### config.mk
export PLATFORM = sky130hd
export DESIGN_NAME = tmc_timer_mode
export DESIGN_NICKNAME = d
export VERILOG_FILES = /design/src/design/tmc_pkg.sv /design/src/design/tmc_edge_sync.sv /design/src/design/tmc_timer_mode.sv
export SDC_FILE = /design/constraint.sdc
export NUM_CORES = 1
export LEC_CHECK = 0
export BUFFER_PORTS_ARGS = -buffer_cell sky130_fd_sc_hd__buf_2
export CAP_MARGIN = 20
export CORE_MARGIN = 3
export CORE_UTILIZATION = 45
export DETAILED_ROUTE_END_ITERATION = 7
export PLACE_DENSITY = 0.68
export SLEW_MARGIN = 20
export SYNTH_ARGS = -nofsm -noshare
export SYNTH_HDL_FRONTEND = slang
export SYNTH_SLANG_ARGS = --single-unit
### constraint.sdc
create_clock -name clock -period 1.8 [get_ports clock]
set_input_delay 0.18 -clock clock [delete_from_list [all_inputs] [get_ports clock]]
set_output_delay 0.18 -clock clock [all_outputs]
set_load 0.01 [all_outputs]
### src/design/tmc_pkg.sv
package tmc_pkg;

	// ********************************************************
	// Register byte addresses.
	// ********************************************************
	localparam int ADDR_W = 8;
	localparam logic [ADDR_W-1:0] ADDR_CONTROL = 8'h00;
	localparam logic [ADDR_W-1:0] ADDR_COMPARE = 8'h04;
	localparam logic [ADDR_W-1:0] ADDR_MODE = 8'h0C;
	localparam logic [ADDR_W-1:0] ADDR_CAPTURE_ZERO = 8'h10;
	localparam logic [ADDR_W-1:0] ADDR_CAPTURE_ONE = 8'h14;
	localparam logic [ADDR_W-1:0] ADDR_COUNT = 8'h18;

	// ********************************************************
	// Field positions and reset values.
	// ********************************************************
	localparam int DATA_W = 32;
	localparam int RUN_BIT = 0;
	localparam int CLOCK_SELECT_LSB = 0;
	localparam int CLEAR_ENABLE_BIT = 2;
	localparam int CAPTURE_TIMING_LSB = 3;
	localparam int SOFT_TRIGGER_BIT = 5;
	localparam int WRITE_ZERO_BIT = 6;
	localparam logic RUN_RESET = 1'h0;
	localparam logic [1:0] CLOCK_SELECT_RESET = 2'h0;
	localparam logic CLEAR_ENABLE_RESET = 1'h0;
	localparam logic [1:0] CAPTURE_TIMING_RESET = 2'h0;
	localparam logic WRITE_ZERO_RESET = 1'h0;
	localparam logic SOFT_TRIGGER_READ = 1'h1;

	// ********************************************************
	// Clock select and capture timing codes.
	// ********************************************************
	localparam logic [1:0] CLK_PIN = 2'h0;
	localparam logic [1:0] CLK_DIV_A = 2'h1;
	localparam logic [1:0] CLK_DIV_B = 2'h2;
	localparam logic [1:0] CLK_DIV_C = 2'h3;
	localparam logic [1:0] CAPTURE_OFF = 2'h0;
	localparam logic [1:0] CAPTURE_PINS = 2'h1;
	localparam logic [1:0] CAPTURE_PIN_EDGES = 2'h2;
	localparam logic [1:0] CAPTURE_MATCH = 2'h3;

	// ********************************************************
	// Prescaler taps and channel limits.
	// ********************************************************
	localparam int PRE_W = 5;
	localparam logic [PRE_W-1:0] PRE_DIV_A_MASK = 5'h01;
	localparam logic [PRE_W-1:0] PRE_DIV_B_MASK = 5'h07;
	localparam logic [PRE_W-1:0] PRE_DIV_C_MASK = 5'h1F;
	localparam int LAST_PIN_CHANNEL = 6;
	localparam int LAST_CHANNEL = 9;

	typedef enum logic [1:0] {
		TMC_BUS_IDLE,
		TMC_BUS_WAIT,
		TMC_BUS_DONE
	} tmc_bus_t;

endpackage

### src/design/tmc_edge_sync.sv
module tmc_edge_sync #(
	parameter bit PRESENT = 1'b1
) (
	input wire logic clock,
	input wire logic nrst,
	input wire logic pin,
	output logic rise,
	output logic fall
);
	logic stage_one;
	logic stage_two;
	logic stage_three;

	// ********************************************************
	// Two-flop synchroniser followed by an edge detector.
	// ********************************************************
	always_ff @(posedge clock or negedge nrst) begin
		if (!nrst) begin
			stage_one <= 1'b0;
			stage_two <= 1'b0;
			stage_three <= 1'b0;
		end else begin
			stage_one <= pin;
			stage_two <= stage_one;
			stage_three <= stage_two;
		end
	end

	assign rise = PRESENT & stage_two & ~stage_three;
	assign fall = PRESENT & ~stage_two & stage_three;

endmodule

### src/design/tmc_timer_mode.sv
// What this block does
// RULE1: Two-bit field selects pin or prescaler clock.
// RULE2: Clear enable low never clears on match.
// RULE3: Clear enable high clears counter on match.
// RULE4: Capture timing code 00 disables hardware captures.
// RULE5: Code 01: input0 rise, input1 rise.
// RULE6: Code 10: input0 rise, input0 fall.
// RULE7: Code 11: other channel match edges. The code ignores match edges on channels seven to nine, which have no pins.
// RULE8: Writing zero to bit five captures count.
// RULE9: Bit five reads one, resets one.
// RULE10: Pins exist only on channels zero to six.
// RULE11: Software writes bit six zero; rest zero.
// RULE12: Pin edges synchronised and detected before use.
module tmc_timer_mode #(
	parameter int CHANNEL = 0,
	parameter int COUNT_W = 16
) (
	input wire logic clock,
	input wire logic nrst,
	input wire logic [tmc_pkg::ADDR_W-1:0] paddr,
	input wire logic psel,
	input wire logic penable,
	input wire logic pwrite,
	input wire logic [tmc_pkg::DATA_W-1:0] pwdata,
	output logic [tmc_pkg::DATA_W-1:0] prdata,
	output logic pready,
	output logic pslverr,
	input wire logic capture_input_zero,
	input wire logic capture_input_one,
	input wire logic match_source,
	output logic count_match
);
	import tmc_pkg::*;

	localparam bit HAS_PINS = CHANNEL <= LAST_PIN_CHANNEL;

	if (CHANNEL < 0 || CHANNEL > LAST_CHANNEL) begin : bad_channel
		$error("Channel number out of range.");
	end
	if (COUNT_W < 2 || COUNT_W > DATA_W) begin : bad_width
		$error("Counter width not supported.");
	end

	tmc_bus_t bus_state;
	logic run;
	logic [1:0] count_clock_select;
	logic counter_clear_enable;
	logic [1:0] capture_timing_select;
	logic write_zero_bit;
	logic [COUNT_W-1:0] compare_reg_one;
	logic [COUNT_W-1:0] count;
	logic [COUNT_W-1:0] capture_reg_zero;
	logic [COUNT_W-1:0] capture_reg_one;
	logic [PRE_W-1:0] prescale;
	logic in_zero_rise;
	logic in_zero_fall;
	logic in_one_rise;
	logic match_q;
	logic match_rise;
	logic match_fall;
	logic tick;
	logic clear_hit;
	logic soft_capture;
	logic capture_zero_event;
	logic capture_one_event;
	logic access;
	logic write_mode;
	logic [DATA_W-1:0] next_prdata;
	logic [DATA_W-1:0] mode_word;

	function automatic logic prescale_tick(input logic [PRE_W-1:0] value,
		input logic [PRE_W-1:0] mask);
		prescale_tick = (value & mask) == mask;
	endfunction

	function automatic logic addr_mapped(input logic [ADDR_W-1:0] addr);
		case (addr)
			ADDR_CONTROL, ADDR_COMPARE, ADDR_MODE: addr_mapped = 1'b1;
			ADDR_CAPTURE_ZERO, ADDR_CAPTURE_ONE, ADDR_COUNT: addr_mapped = 1'b1;
			default: addr_mapped = 1'b0;
		endcase
	endfunction

	function automatic logic [DATA_W-1:0] widen(input logic [COUNT_W-1:0] value);
		widen = '0;
		widen[COUNT_W-1:0] = value;
	endfunction

	// ********************************************************
	// Pin synchronisers and match edge detection.
	// ********************************************************
	tmc_edge_sync #(.PRESENT(HAS_PINS)) sync_zero (
		.clock(clock),
		.nrst(nrst),
		.pin(capture_input_zero),
		.rise(in_zero_rise),
		.fall(in_zero_fall)
	); // [RULE12] [RULE10]

	tmc_edge_sync #(.PRESENT(HAS_PINS)) sync_one (
		.clock(clock),
		.nrst(nrst),
		.pin(capture_input_one),
		.rise(in_one_rise),
		.fall()
	); // [RULE12] [RULE10]

	always_ff @(posedge clock or negedge nrst) begin
		if (!nrst) begin
			match_q <= 1'b0;
		end else begin
			match_q <= match_source;
		end
	end

	assign match_rise = HAS_PINS & match_source & ~match_q; // [RULE7]
	assign match_fall = HAS_PINS & ~match_source & match_q; // [RULE7]

	// ********************************************************
	// APB slave with one wait state.
	// ********************************************************
	assign access = psel & penable & pready;
	assign write_mode = access & pwrite & (paddr == ADDR_MODE);

	always_ff @(posedge clock or negedge nrst) begin
		if (!nrst) begin
			bus_state <= TMC_BUS_IDLE;
			pready <= 1'b0;
			pslverr <= 1'b0;
		end else begin
			case (bus_state)
				TMC_BUS_IDLE: begin
					if (psel && penable) begin
						bus_state <= TMC_BUS_WAIT;
						pready <= 1'b1;
						pslverr <= ~addr_mapped(paddr);
					end
				end
				TMC_BUS_WAIT: begin
					bus_state <= TMC_BUS_DONE;
					pready <= 1'b0;
					pslverr <= 1'b0;
				end
				TMC_BUS_DONE: begin
					bus_state <= TMC_BUS_IDLE;
				end
				default: begin
					bus_state <= TMC_BUS_IDLE;
					pready <= 1'b0;
					pslverr <= 1'b0;
				end
			endcase
		end
	end

	always_comb begin
		mode_word = '0;
		mode_word[CLOCK_SELECT_LSB+:2] = count_clock_select;
		mode_word[CLEAR_ENABLE_BIT] = counter_clear_enable;
		mode_word[CAPTURE_TIMING_LSB+:2] = capture_timing_select;
		mode_word[SOFT_TRIGGER_BIT] = SOFT_TRIGGER_READ; // [RULE9]
		mode_word[WRITE_ZERO_BIT] = write_zero_bit;
	end

	always_comb begin
		next_prdata = '0;
		case (paddr)
			ADDR_CONTROL: next_prdata[RUN_BIT] = run;
			ADDR_COMPARE: next_prdata = widen(compare_reg_one);
			ADDR_MODE: next_prdata = mode_word;
			ADDR_CAPTURE_ZERO: next_prdata = widen(capture_reg_zero);
			ADDR_CAPTURE_ONE: next_prdata = widen(capture_reg_one);
			ADDR_COUNT: next_prdata = widen(count);
			default: next_prdata = '0;
		endcase
	end

	always_ff @(posedge clock or negedge nrst) begin
		if (!nrst) begin
			prdata <= '0;
		end else if (bus_state == TMC_BUS_IDLE && psel && penable && !pwrite) begin
			prdata <= next_prdata;
		end
	end

	// ********************************************************
	// Software registers.
	// ********************************************************
	always_ff @(posedge clock or negedge nrst) begin
		if (!nrst) begin
			run <= RUN_RESET;
			compare_reg_one <= '0;
		end else if (access && pwrite && !pslverr) begin
			if (paddr == ADDR_CONTROL) begin
				run <= pwdata[RUN_BIT];
			end
			if (paddr == ADDR_COMPARE) begin
				compare_reg_one <= pwdata[COUNT_W-1:0];
			end
		end
	end

	always_ff @(posedge clock or negedge nrst) begin
		if (!nrst) begin
			count_clock_select <= CLOCK_SELECT_RESET;
			counter_clear_enable <= CLEAR_ENABLE_RESET;
			capture_timing_select <= CAPTURE_TIMING_RESET;
			write_zero_bit <= WRITE_ZERO_RESET;
		end else if (write_mode) begin
			count_clock_select <= pwdata[CLOCK_SELECT_LSB+:2];
			counter_clear_enable <= pwdata[CLEAR_ENABLE_BIT];
			capture_timing_select <= pwdata[CAPTURE_TIMING_LSB+:2];
			write_zero_bit <= pwdata[WRITE_ZERO_BIT];
		end
	end

	// ********************************************************
	// Prescaler and count clock selection.
	// ********************************************************
	always_ff @(posedge clock or negedge nrst) begin
		if (!nrst) begin
			prescale <= '0;
		end else if (run) begin
			prescale <= prescale + 1'b1;
		end else begin
			prescale <= '0;
		end
	end

	always_comb begin
		case (count_clock_select) // [RULE1]
			CLK_PIN: tick = in_zero_rise;
			CLK_DIV_A: tick = prescale_tick(prescale, PRE_DIV_A_MASK);
			CLK_DIV_B: tick = prescale_tick(prescale, PRE_DIV_B_MASK);
			CLK_DIV_C: tick = prescale_tick(prescale, PRE_DIV_C_MASK);
			default: tick = 1'b0;
		endcase
	end

	// ********************************************************
	// Up-counter with optional clear on compare match.
	// ********************************************************
	assign clear_hit = counter_clear_enable && (count == compare_reg_one); // [RULE2] [RULE3]

	always_ff @(posedge clock or negedge nrst) begin
		if (!nrst) begin
			count <= '0;
		end else if (!run) begin
			count <= '0;
		end else if (tick) begin
			if (clear_hit) begin
				count <= '0; // [RULE3]
			end else begin
				count <= count + 1'b1; // [RULE2]
			end
		end
	end

	always_ff @(posedge clock or negedge nrst) begin
		if (!nrst) begin
			count_match <= 1'b0;
		end else begin
			count_match <= run && (count == compare_reg_one);
		end
	end

	// ********************************************************
	// Capture registers.
	// ********************************************************
	assign soft_capture = write_mode && !pwdata[SOFT_TRIGGER_BIT]; // [RULE8]

	always_comb begin
		capture_zero_event = soft_capture;
		capture_one_event = 1'b0;
		case (capture_timing_select)
			CAPTURE_OFF: begin
				capture_one_event = 1'b0; // [RULE4]
			end
			CAPTURE_PINS: begin
				capture_zero_event = soft_capture | in_zero_rise; // [RULE5]
				capture_one_event = in_one_rise; // [RULE5]
			end
			CAPTURE_PIN_EDGES: begin
				capture_zero_event = soft_capture | in_zero_rise; // [RULE6]
				capture_one_event = in_zero_fall; // [RULE6]
			end
			CAPTURE_MATCH: begin
				capture_zero_event = soft_capture | match_rise; // [RULE7]
				capture_one_event = match_fall; // [RULE7]
			end
			default: begin
				capture_one_event = 1'b0;
			end
		endcase
	end

	always_ff @(posedge clock or negedge nrst) begin
		if (!nrst) begin
			capture_reg_zero <= '0;
		end else if (capture_zero_event) begin
			capture_reg_zero <= count;
		end
	end

	always_ff @(posedge clock or negedge nrst) begin
		if (!nrst) begin
			capture_reg_one <= '0;
		end else if (capture_one_event) begin
			capture_reg_one <= count;
		end
	end
endmodule

==> metrics.json, run 1 <==
{
  "synthesis": {
    "synth_warnings": 0,
    "synth_top_cells_by_area": "sky130_fd_sc_hd__dfrtp_1, sky130_fd_sc_hd__mux2_2, sky130_fd_sc_hd__xnor2_1",
    "ys_types": 56,
    "ys_dominant_reg_cell": "sky130_fd_sc_hd__dfrtp_1",
    "edff_count_synth": 0,
    "synth_largest_area_cell": "sky130_fd_sc_hd__dfrtp_1",
    "post-synth-top-area-fraction_pct": 51.2,
    "portion_of_the_post_synthesis_area_used_by_sequential_elements_pct": 51.2,
    "synth.ff_latch_count": 104,
    "postSynthCellCount": 431,
    "synthArstFlopShare_pct": 100,
    "mean_area_per_synthesized_cell_um2": 11.8,
    "synthesis.area_um2": 5090
  },
  "clock_tree": {
    "worst_setup_hold_path_clk_slew_ns": 0.07,
    "tritoncts": "done",
    "clk-insertion-delay-late_ns": 0.35,
    "cts_root_buffer": "sky130_fd_sc_hd__clkbuf_16",
    "cts-root-to-sink-buffers": 2,
    "htree_num_levels": 3,
    "cts_made_buffers": 9,
    "clock_sink_count": 104
  },
  "drt": {
    "drt_first_iter_violations": 212,
    "drt.antenna.violating_nets": 0,
    "route.detailed.vias_per_inst": 5.52,
    "detail_route.first_pass.iterations": 4,
    "post-route-drc-count": 0,
    "routed-via-count": 3761,
    "wire_per_inst_um": 19.3,
    "finalWirelength_mm": 13.1
  },
  "layout": {
    "mostFrequentLayoutCell": "sky130_fd_sc_hd__dfrtp_1",
    "layout-drive-gt1-share_pct": 43.6,
    "area_growth_syn_to_layout_pct": 31.9,
    "layout.nets": 589,
    "post-route-util_pct": 61.4,
    "most_frequent_cells_in_the_layout": "sky130_fd_sc_hd__dfrtp_1, sky130_fd_sc_hd__buf_4, sky130_fd_sc_hd__buf_2, sky130_fd_sc_hd__mux2_4, sky130_fd_sc_hd__mux2_2",
    "antenna-diode-count": 0
  },
  "setup_path": {
    "worst-endpoint-required_ns": 2.04,
    "regToRegEndpoint": "count[14]",
    "r2r_setup_slack_ns": -0.13,
    "critical_path.cell_chain": "buf_6 -> or4_4 -> or3b_4 -> nor4b_4 -> a21oi_4 -> buf_12 -> mux2_4",
    "crit_path_max_fanout": 11,
    "worst-endpoint-arrival_ns": 2.19,
    "crit_path_max_incr_delay_ns": 0.54,
    "crit_start": "paddr[7]",
    "timing.critical_path.to_type": "register",
    "timing_worst_setup_path_type": "input port to register",
    "critical_path_buf_inv_count": 2,
    "timing.critical_path.max_delay_family": "simple AND/OR/NAND/NOR gates",
    "timing.critical_path.depth": 7,
    "critical-path-slowest-cell": "sky130_fd_sc_hd__or4_4",
    "worstRegToRegCells": 9,
    "cp-endpoint": "capture_reg_zero[12]",
    "setup.worst_path.start_class": "input port",
    "worst_r2r_startpoint": "prescale[1]"
  },
  "timing": {
    "grt_setup_unrepaired": "yes",
    "hold_violations": 0,
    "final-setup-viol-count": 53,
    "finClkSkew_ns": 0.0120,
    "timing.final.crit_period_ns": 1.95,
    "maxClockFrequency_ghz": 0.512,
    "fin_worst_hold_slack_ns": 0.0543,
    "final.setup.worst_slack_ns": -0.152,
    "finalCritPeriodShare_pct": 108,
    "timing_max_transition_violations_final": 0
  },
  "global_routing": {
    "grt_total_ovfl": 0,
    "track_usage_pct": 20.7,
    "antenna_found_initial": 0,
    "largest_net_degree_at_the_start_of_global_routing": 40,
    "grt_pass1_vias": 3778,
    "first_pass_grt_wire_length_mm": 20.4
  },
  "outcome": {
    "violations": "negative setup slack",
    "status": "finished with violations"
  },
  "floorplan": {
    "die_width_um": 112,
    "die_area_um2": 12600,
    "floorplan.initialDensity_pct": 46.5,
    "placement_rows": 38,
    "pin_count": 83,
    "chipHeight_um": 112,
    "core_um2": 10900
  },
  "pwr": {
    "power_density_nw_per_um2": 858,
    "power_mw": 5.76,
    "vdd.ir_drop.worst_mv": 0.441,
    "p_leak_nw": 3.18
  },
  "placement": {
    "place.gp.congestion": 0.854,
    "detailed_place_hpwl_mm": 8.54,
    "numPortBuffers": 50,
    "pre_cts_slack_ns": -0.584
  },
  "flow_run": {
    "maxCapViolations": 0
  },
  "min_path": {
    "min_path_type": "input port to register"
  }
}
==> where the power goes <==
part | internal (mW) | total [mW] | switching, mW
Clock | 1.11 | 1.95 | 0.843
Combinational | 0.579 | 1.16 | 0.582
Sequential | 2.50 | 2.64 | 0.147
Total | 4.18 | 5.76 | 1.57
==> worst register-to-register path: cells and delay by family, from the launching register on <==
kind | cells | cell delay (ns)
AOI/OAI and AO/OA | 1 | 0.27
xor gates and xnor gates | 1 | 0.15
adders and majority gates | 2 | 0.32
buffers and inverters | 1 | 0.15
DFF | 1 | 0.36
muxes | 1 | 0.07
and+or+nand+nor | 3 | 0.51
==> cell usage after synthesis (2+ instances only) <==
library cell	count
sky130_fd_sc_hd__or2_2	2
sky130_fd_sc_hd__and4_1	2
sky130_fd_sc_hd__nand4_1	11
sky130_fd_sc_hd__a21oi_1	6
sky130_fd_sc_hd__mux2i_1	15
sky130_fd_sc_hd__buf_6	2
sky130_fd_sc_hd__a22o_1	11
sky130_fd_sc_hd__a31oi_1	2
sky130_fd_sc_hd__a2bb2oi_1	5
sky130_fd_sc_hd__nor2_1	25
sky130_fd_sc_hd__mux2_2	45
sky130_fd_sc_hd__and3_1	4
sky130_fd_sc_hd__xor2_1	9
sky130_fd_sc_hd__and2_1	6
sky130_fd_sc_hd__xnor2_1	22
sky130_fd_sc_hd__a211oi_1	2
sky130_fd_sc_hd__or3_1	2
sky130_fd_sc_hd__dfrtp_1	104
sky130_fd_sc_hd__clkbuf_1	20
sky130_fd_sc_hd__nor4b_1	2
sky130_fd_sc_hd__ha_1	4
sky130_fd_sc_hd__buf_1	3
sky130_fd_sc_hd__nor4_1	5
sky130_fd_sc_hd__a221oi_1	5
sky130_fd_sc_hd__inv_1	4
sky130_fd_sc_hd__mux2_4	10
sky130_fd_sc_hd__o21ai_0	16
sky130_fd_sc_hd__nor3_1	5
sky130_fd_sc_hd__nand3b_1	4
sky130_fd_sc_hd__buf_4	17
sky130_fd_sc_hd__nand2_1	18
sky130_fd_sc_hd__nor2b_1	4
sky130_fd_sc_hd__nand2b_1	3
sky130_fd_sc_hd__a22oi_1	10
sky130_fd_sc_hd__nand3_1	5
==> worst min-delay path by stage <==
stage	startpoint	endpoint	slack [ns]	depth (start not counted)
3_3_place_gp	nrst	prdata[4]	0.1	1
2_1_floorplan	nrst	bus_state[0]	-0.12	0
4_1_cts	match_source	match_q	0.04	2
5_1_grt	match_source	match_q	0.05	2
6_report	match_source	match_q	0.05	2
3_5_place_dp	nrst	prdata[4]	0.10	1
==> state kept, by name, indices dropped and copies added, names as in the netlist, 2 cells and up <==
| register | flops |
|---|---|
| count_clock_select | 2 |
| prescale | 5 |
| capture_reg_one | 16 |
| compare_reg_one | 16 |
| prdata | 16 |
| count | 16 |
| bus_state | 2 |
| capture_timing_select | 2 |
| capture_reg_zero | 16 |
==> cells by family after synthesis <==
family / share of synthesized area [%]
multiplexers: 15.9
flip-flops: 51.2
other: 0.0737
buffers and inverters: 5.14
AO/OA/AOI/OAI: 9.47
AND/OR/NAND/NOR: 12.0
adder cells (fa/ha/maj): 0.984
XOR/XNOR: 5.34
==> area by class of cell <==
class,instances,area (µm²)
Fill cell,871,4230
Clock inverter,3,42.5
Multi-Input combinational cell,295,2660
Sequential cell,104,2610
Timing Repair Buffer,123,961
Tap cell,140,175
Clock buffer,12,246
Inverter,4,15.0
==> per-stage QoR <==
| step | setup TNS (ns) | std cells | area [µm²] |
|---|---|---|---|
| after detailed placement | -26.79 | 650 | 5920 |
| after CTS | -4.78 | 676 | 6500 |
| after global routing | -7.66 | 681 | 6710 |
| after global placement | -23.84 | 650 | 5920 |
| after floorplan | -22.50 | 446 | 5240 |
| final | -4.92 | 681 | 6710 |
==> layer usage <==
layer  vias to the layer above  part of all wire, %  track usage [%]  routed length (µm)
li1                       1731                    -                -                   -
met1                      1879                   44             27.8                5750
met2                       127                   48             33.6                6310
met3                        24                  5.6             4.53                 732
met4                         0                  2.4             6.65                 320
met5                         -                    0                0                   0
==> timing repair <==
item / in CTS / in global routing
setup endpoints to repair: 59 / 71
hold buffers: 3 / 0
pin swaps: 15 / 21
gates resized for setup: 39 / 41
cloned: 2 / 2
setup buffers: 7 / 5
endpoints found under the hold margin: 22 / 0
No activity file was read; power rests on OpenSTA's default activity.
==> run 2, diff against run 1 <==
- SYNTH_HIERARCHICAL: unset -> 1
==> run 2 against run 1 <==
The flow still finishes with violations (negative setup slack). Total power down 19%. Final cell count up 1.8%. Wire length down 2.3%. Critical path depth up 1. Critical endpoint is now count[6]. Largest power group unchanged.
==> metrics.json, run 2 <==
{
  "synthesis": {
    "postSynthCellCount": 455,
    "synth_warnings": 6,
    "synthesis.area_um2": 5230,
    "mean_area_per_synthesized_cell_um2": 11.5
  },
  "clock_tree": {
    "clock_sink_count": 104,
    "cts-root-to-sink-buffers": 2,
    "worst_setup_hold_path_clk_slew_ns": 0.08,
    "cts_root_buffer": "sky130_fd_sc_hd__clkbuf_16",
    "tritoncts": "done",
    "clk-insertion-delay-late_ns": 0.35,
    "cts_made_buffers": 9,
    "htree_num_levels": 3
  },
  "timing": {
    "finClkSkew_ns": 0.0114,
    "grt_setup_unrepaired": "yes",
    "finalCritPeriodShare_pct": 117,
    "timing_max_transition_violations_final": 0,
    "final.setup.worst_slack_ns": -0.312,
    "final-setup-viol-count": 16,
    "fin_tns_setup_ns": -4.04,
    "maxClockFrequency_ghz": 0.473,
    "timing.final.crit_period_ns": 2.11,
    "hold_violations": 0
  },
  "floorplan": {
    "placement_rows": 38,
    "die_area_um2": 12900,
    "core_um2": 11100,
    "chipHeight_um": 114,
    "floorplan.initialDensity_pct": 47.2,
    "pin_count": 83,
    "die_width_um": 114
  },
  "outcome": {
    "status": "finished with violations",
    "violations": "negative setup slack"
  },
  "drt": {
    "post-route-drc-count": 0,
    "finalWirelength_mm": 12.8,
    "drt_first_iter_violations": 296,
    "routed-via-count": 3787,
    "wire_per_inst_um": 18.5,
    "route.detailed.vias_per_inst": 5.46,
    "detail_route.first_pass.iterations": 4,
    "drt.antenna.violating_nets": 0
  },
  "layout": {
    "layout.nets": 600,
    "antenna-diode-count": 0,
    "layout.cell_area.non_filler_um2": 6450,
    "area_growth_syn_to_layout_pct": 23.5,
    "post-route-util_pct": 58.2,
    "number_of_standard_cells_in_the_final_layout_excluding_fillers": 693,
    "layout-drive-gt1-share_pct": 36.9,
    "most_frequent_cells_in_the_layout": "sky130_fd_sc_hd__dfrtp_1, sky130_fd_sc_hd__buf_2, sky130_fd_sc_hd__buf_4, sky130_fd_sc_hd__mux2_2, sky130_fd_sc_hd__nand2_1",
    "mostFrequentLayoutCell": "sky130_fd_sc_hd__dfrtp_1"
  },
  "pwr": {
    "power_mw": 4.63,
    "reported_net_switching_power_mw": 1.11,
    "clock_power_share_pct": 42.1,
    "switching_power_share_of_the_total_pct": 24.0,
    "pwr-share-comb_pct": 6.6,
    "power_density_nw_per_um2": 718,
    "pwr-share-seq_pct": 51.3,
    "p_leak_nw": 3.07,
    "internal_power_mw": 3.52,
    "vdd.ir_drop.worst_mv": 0.663
  },
  "setup_path": {
    "timing.critical_path.to_type": "register",
    "timing_worst_setup_path_type": "register to register",
    "setup.worst_path.start_class": "register",
    "worstRegToRegCells": 8,
    "worst-endpoint-required_ns": 2.05,
    "crit_path_max_fanout": 5,
    "worst-endpoint-arrival_ns": 2.36
  },
  "min_path": {
    "min_path_type": "input port to register",
    "min_delay_path_depth": 2
  },
  "global_routing": {
    "track_usage_pct": 20.4,
    "grt_pass1_vias": 3826,
    "first_pass_grt_wire_length_mm": 20.2,
    "grt_total_ovfl": 0,
    "largest_net_degree_at_the_start_of_global_routing": 44,
    "antenna_found_initial": 0
  },
  "flow_run": {
    "maxCapViolations": 0
  },
  "placement": {
    "detailed_place_hpwl_mm": 9.31,
    "place.gp.congestion": 0.842,
    "numPortBuffers": 50,
    "cell_area_after_placement_um2": 5920,
    "place.detailed.instances": 666
  }
}
==> run 2: final timing paths <==
path / endpoint / slack (ns) / start
min: compare_reg_one[11] / 0.04 / pwdata[11]
max reg2reg: count[6] / -0.31 / prescale[0]
min reg2reg: sync_one/stage_two / 0.35 / sync_one/stage_one
min in group asynchronous: capture_reg_one[7] / 0.31 / nrst
max in group asynchronous: sync_one/stage_three / 0.91 / nrst
max: count[6] / -0.31 / prescale[0]
==> run 2: metal layers <==
layer / part of all wire, % / vias up / GRT usage [%]
met5: 0 / - / 0
met1: 44 / 1875 / 27.3
li1: - / 1783 / -
met2: 48 / 113 / 32.5
met3: 6.6 / 16 / 5.25
met4: 1.5 / 0 / 6.89
==> run 2: final cells by class <==
cell class	instances	area, µm²
clock buffers	11	253
clock inverters	5	47.5
fillers	914	4630
inverters	5	18.8
multi-input cells	318	2560
flip-flops and latches	104	2600
well taps	140	175
repair buffers	110	796
==> run 2: per-stage QoR <==
step | worst slack [ns] | hold WS, ns
after floorplan | -0.248 | -0.116
after global placement | -0.244 | 0.149
after detailed placement | -0.298 | 0.156
after CTS | -0.302 | 0.0330
after global routing | -0.428 | 0.0294
final | -0.312 | 0.0411
==> run 2: repair_timing <==
item / 4_1_cts / 5_1_grt
hold buffers: 4 / 0
pin swaps: 16 / 12
endpoints found under the setup margin: 20 / 37
buffers inserted: 1 / 4
hold endpoints to repair: 31 / 0
gates cloned: 1 / 1
gates resized for setup: 11 / 16
==> run 2: worst max-delay path, stage by stage, from the launching register on <==
cell                      delay, ns
sky130_fd_sc_hd__dfrtp_1       0.41
sky130_fd_sc_hd__ha_2          0.19
sky130_fd_sc_hd__and3_4        0.15
sky130_fd_sc_hd__ha_4          0.14
sky130_fd_sc_hd__mux4_2        0.55
sky130_fd_sc_hd__o21ai_4       0.21
sky130_fd_sc_hd__or3_1         0.15
sky130_fd_sc_hd__xor2_1        0.15
sky130_fd_sc_hd__nor2_1        0.06
==> run 2: power by group through the flow <==
| stage | Clock, mW | Sequential (mW) | Combinational (mW) |
|---|---|---|---|
| 2_1_floorplan | 0 | 2.42 | 0.142 |
| 3_5_place_dp | 0 | 2.42 | 0.284 |
| 4_1_cts | 2.00 | 2.38 | 0.296 |
| 3_3_place_gp | 0 | 2.42 | 0.281 |
| 5_1_grt | 2.10 | 2.38 | 0.338 |
| 6_report | 1.95 | 2.38 | 0.307 |
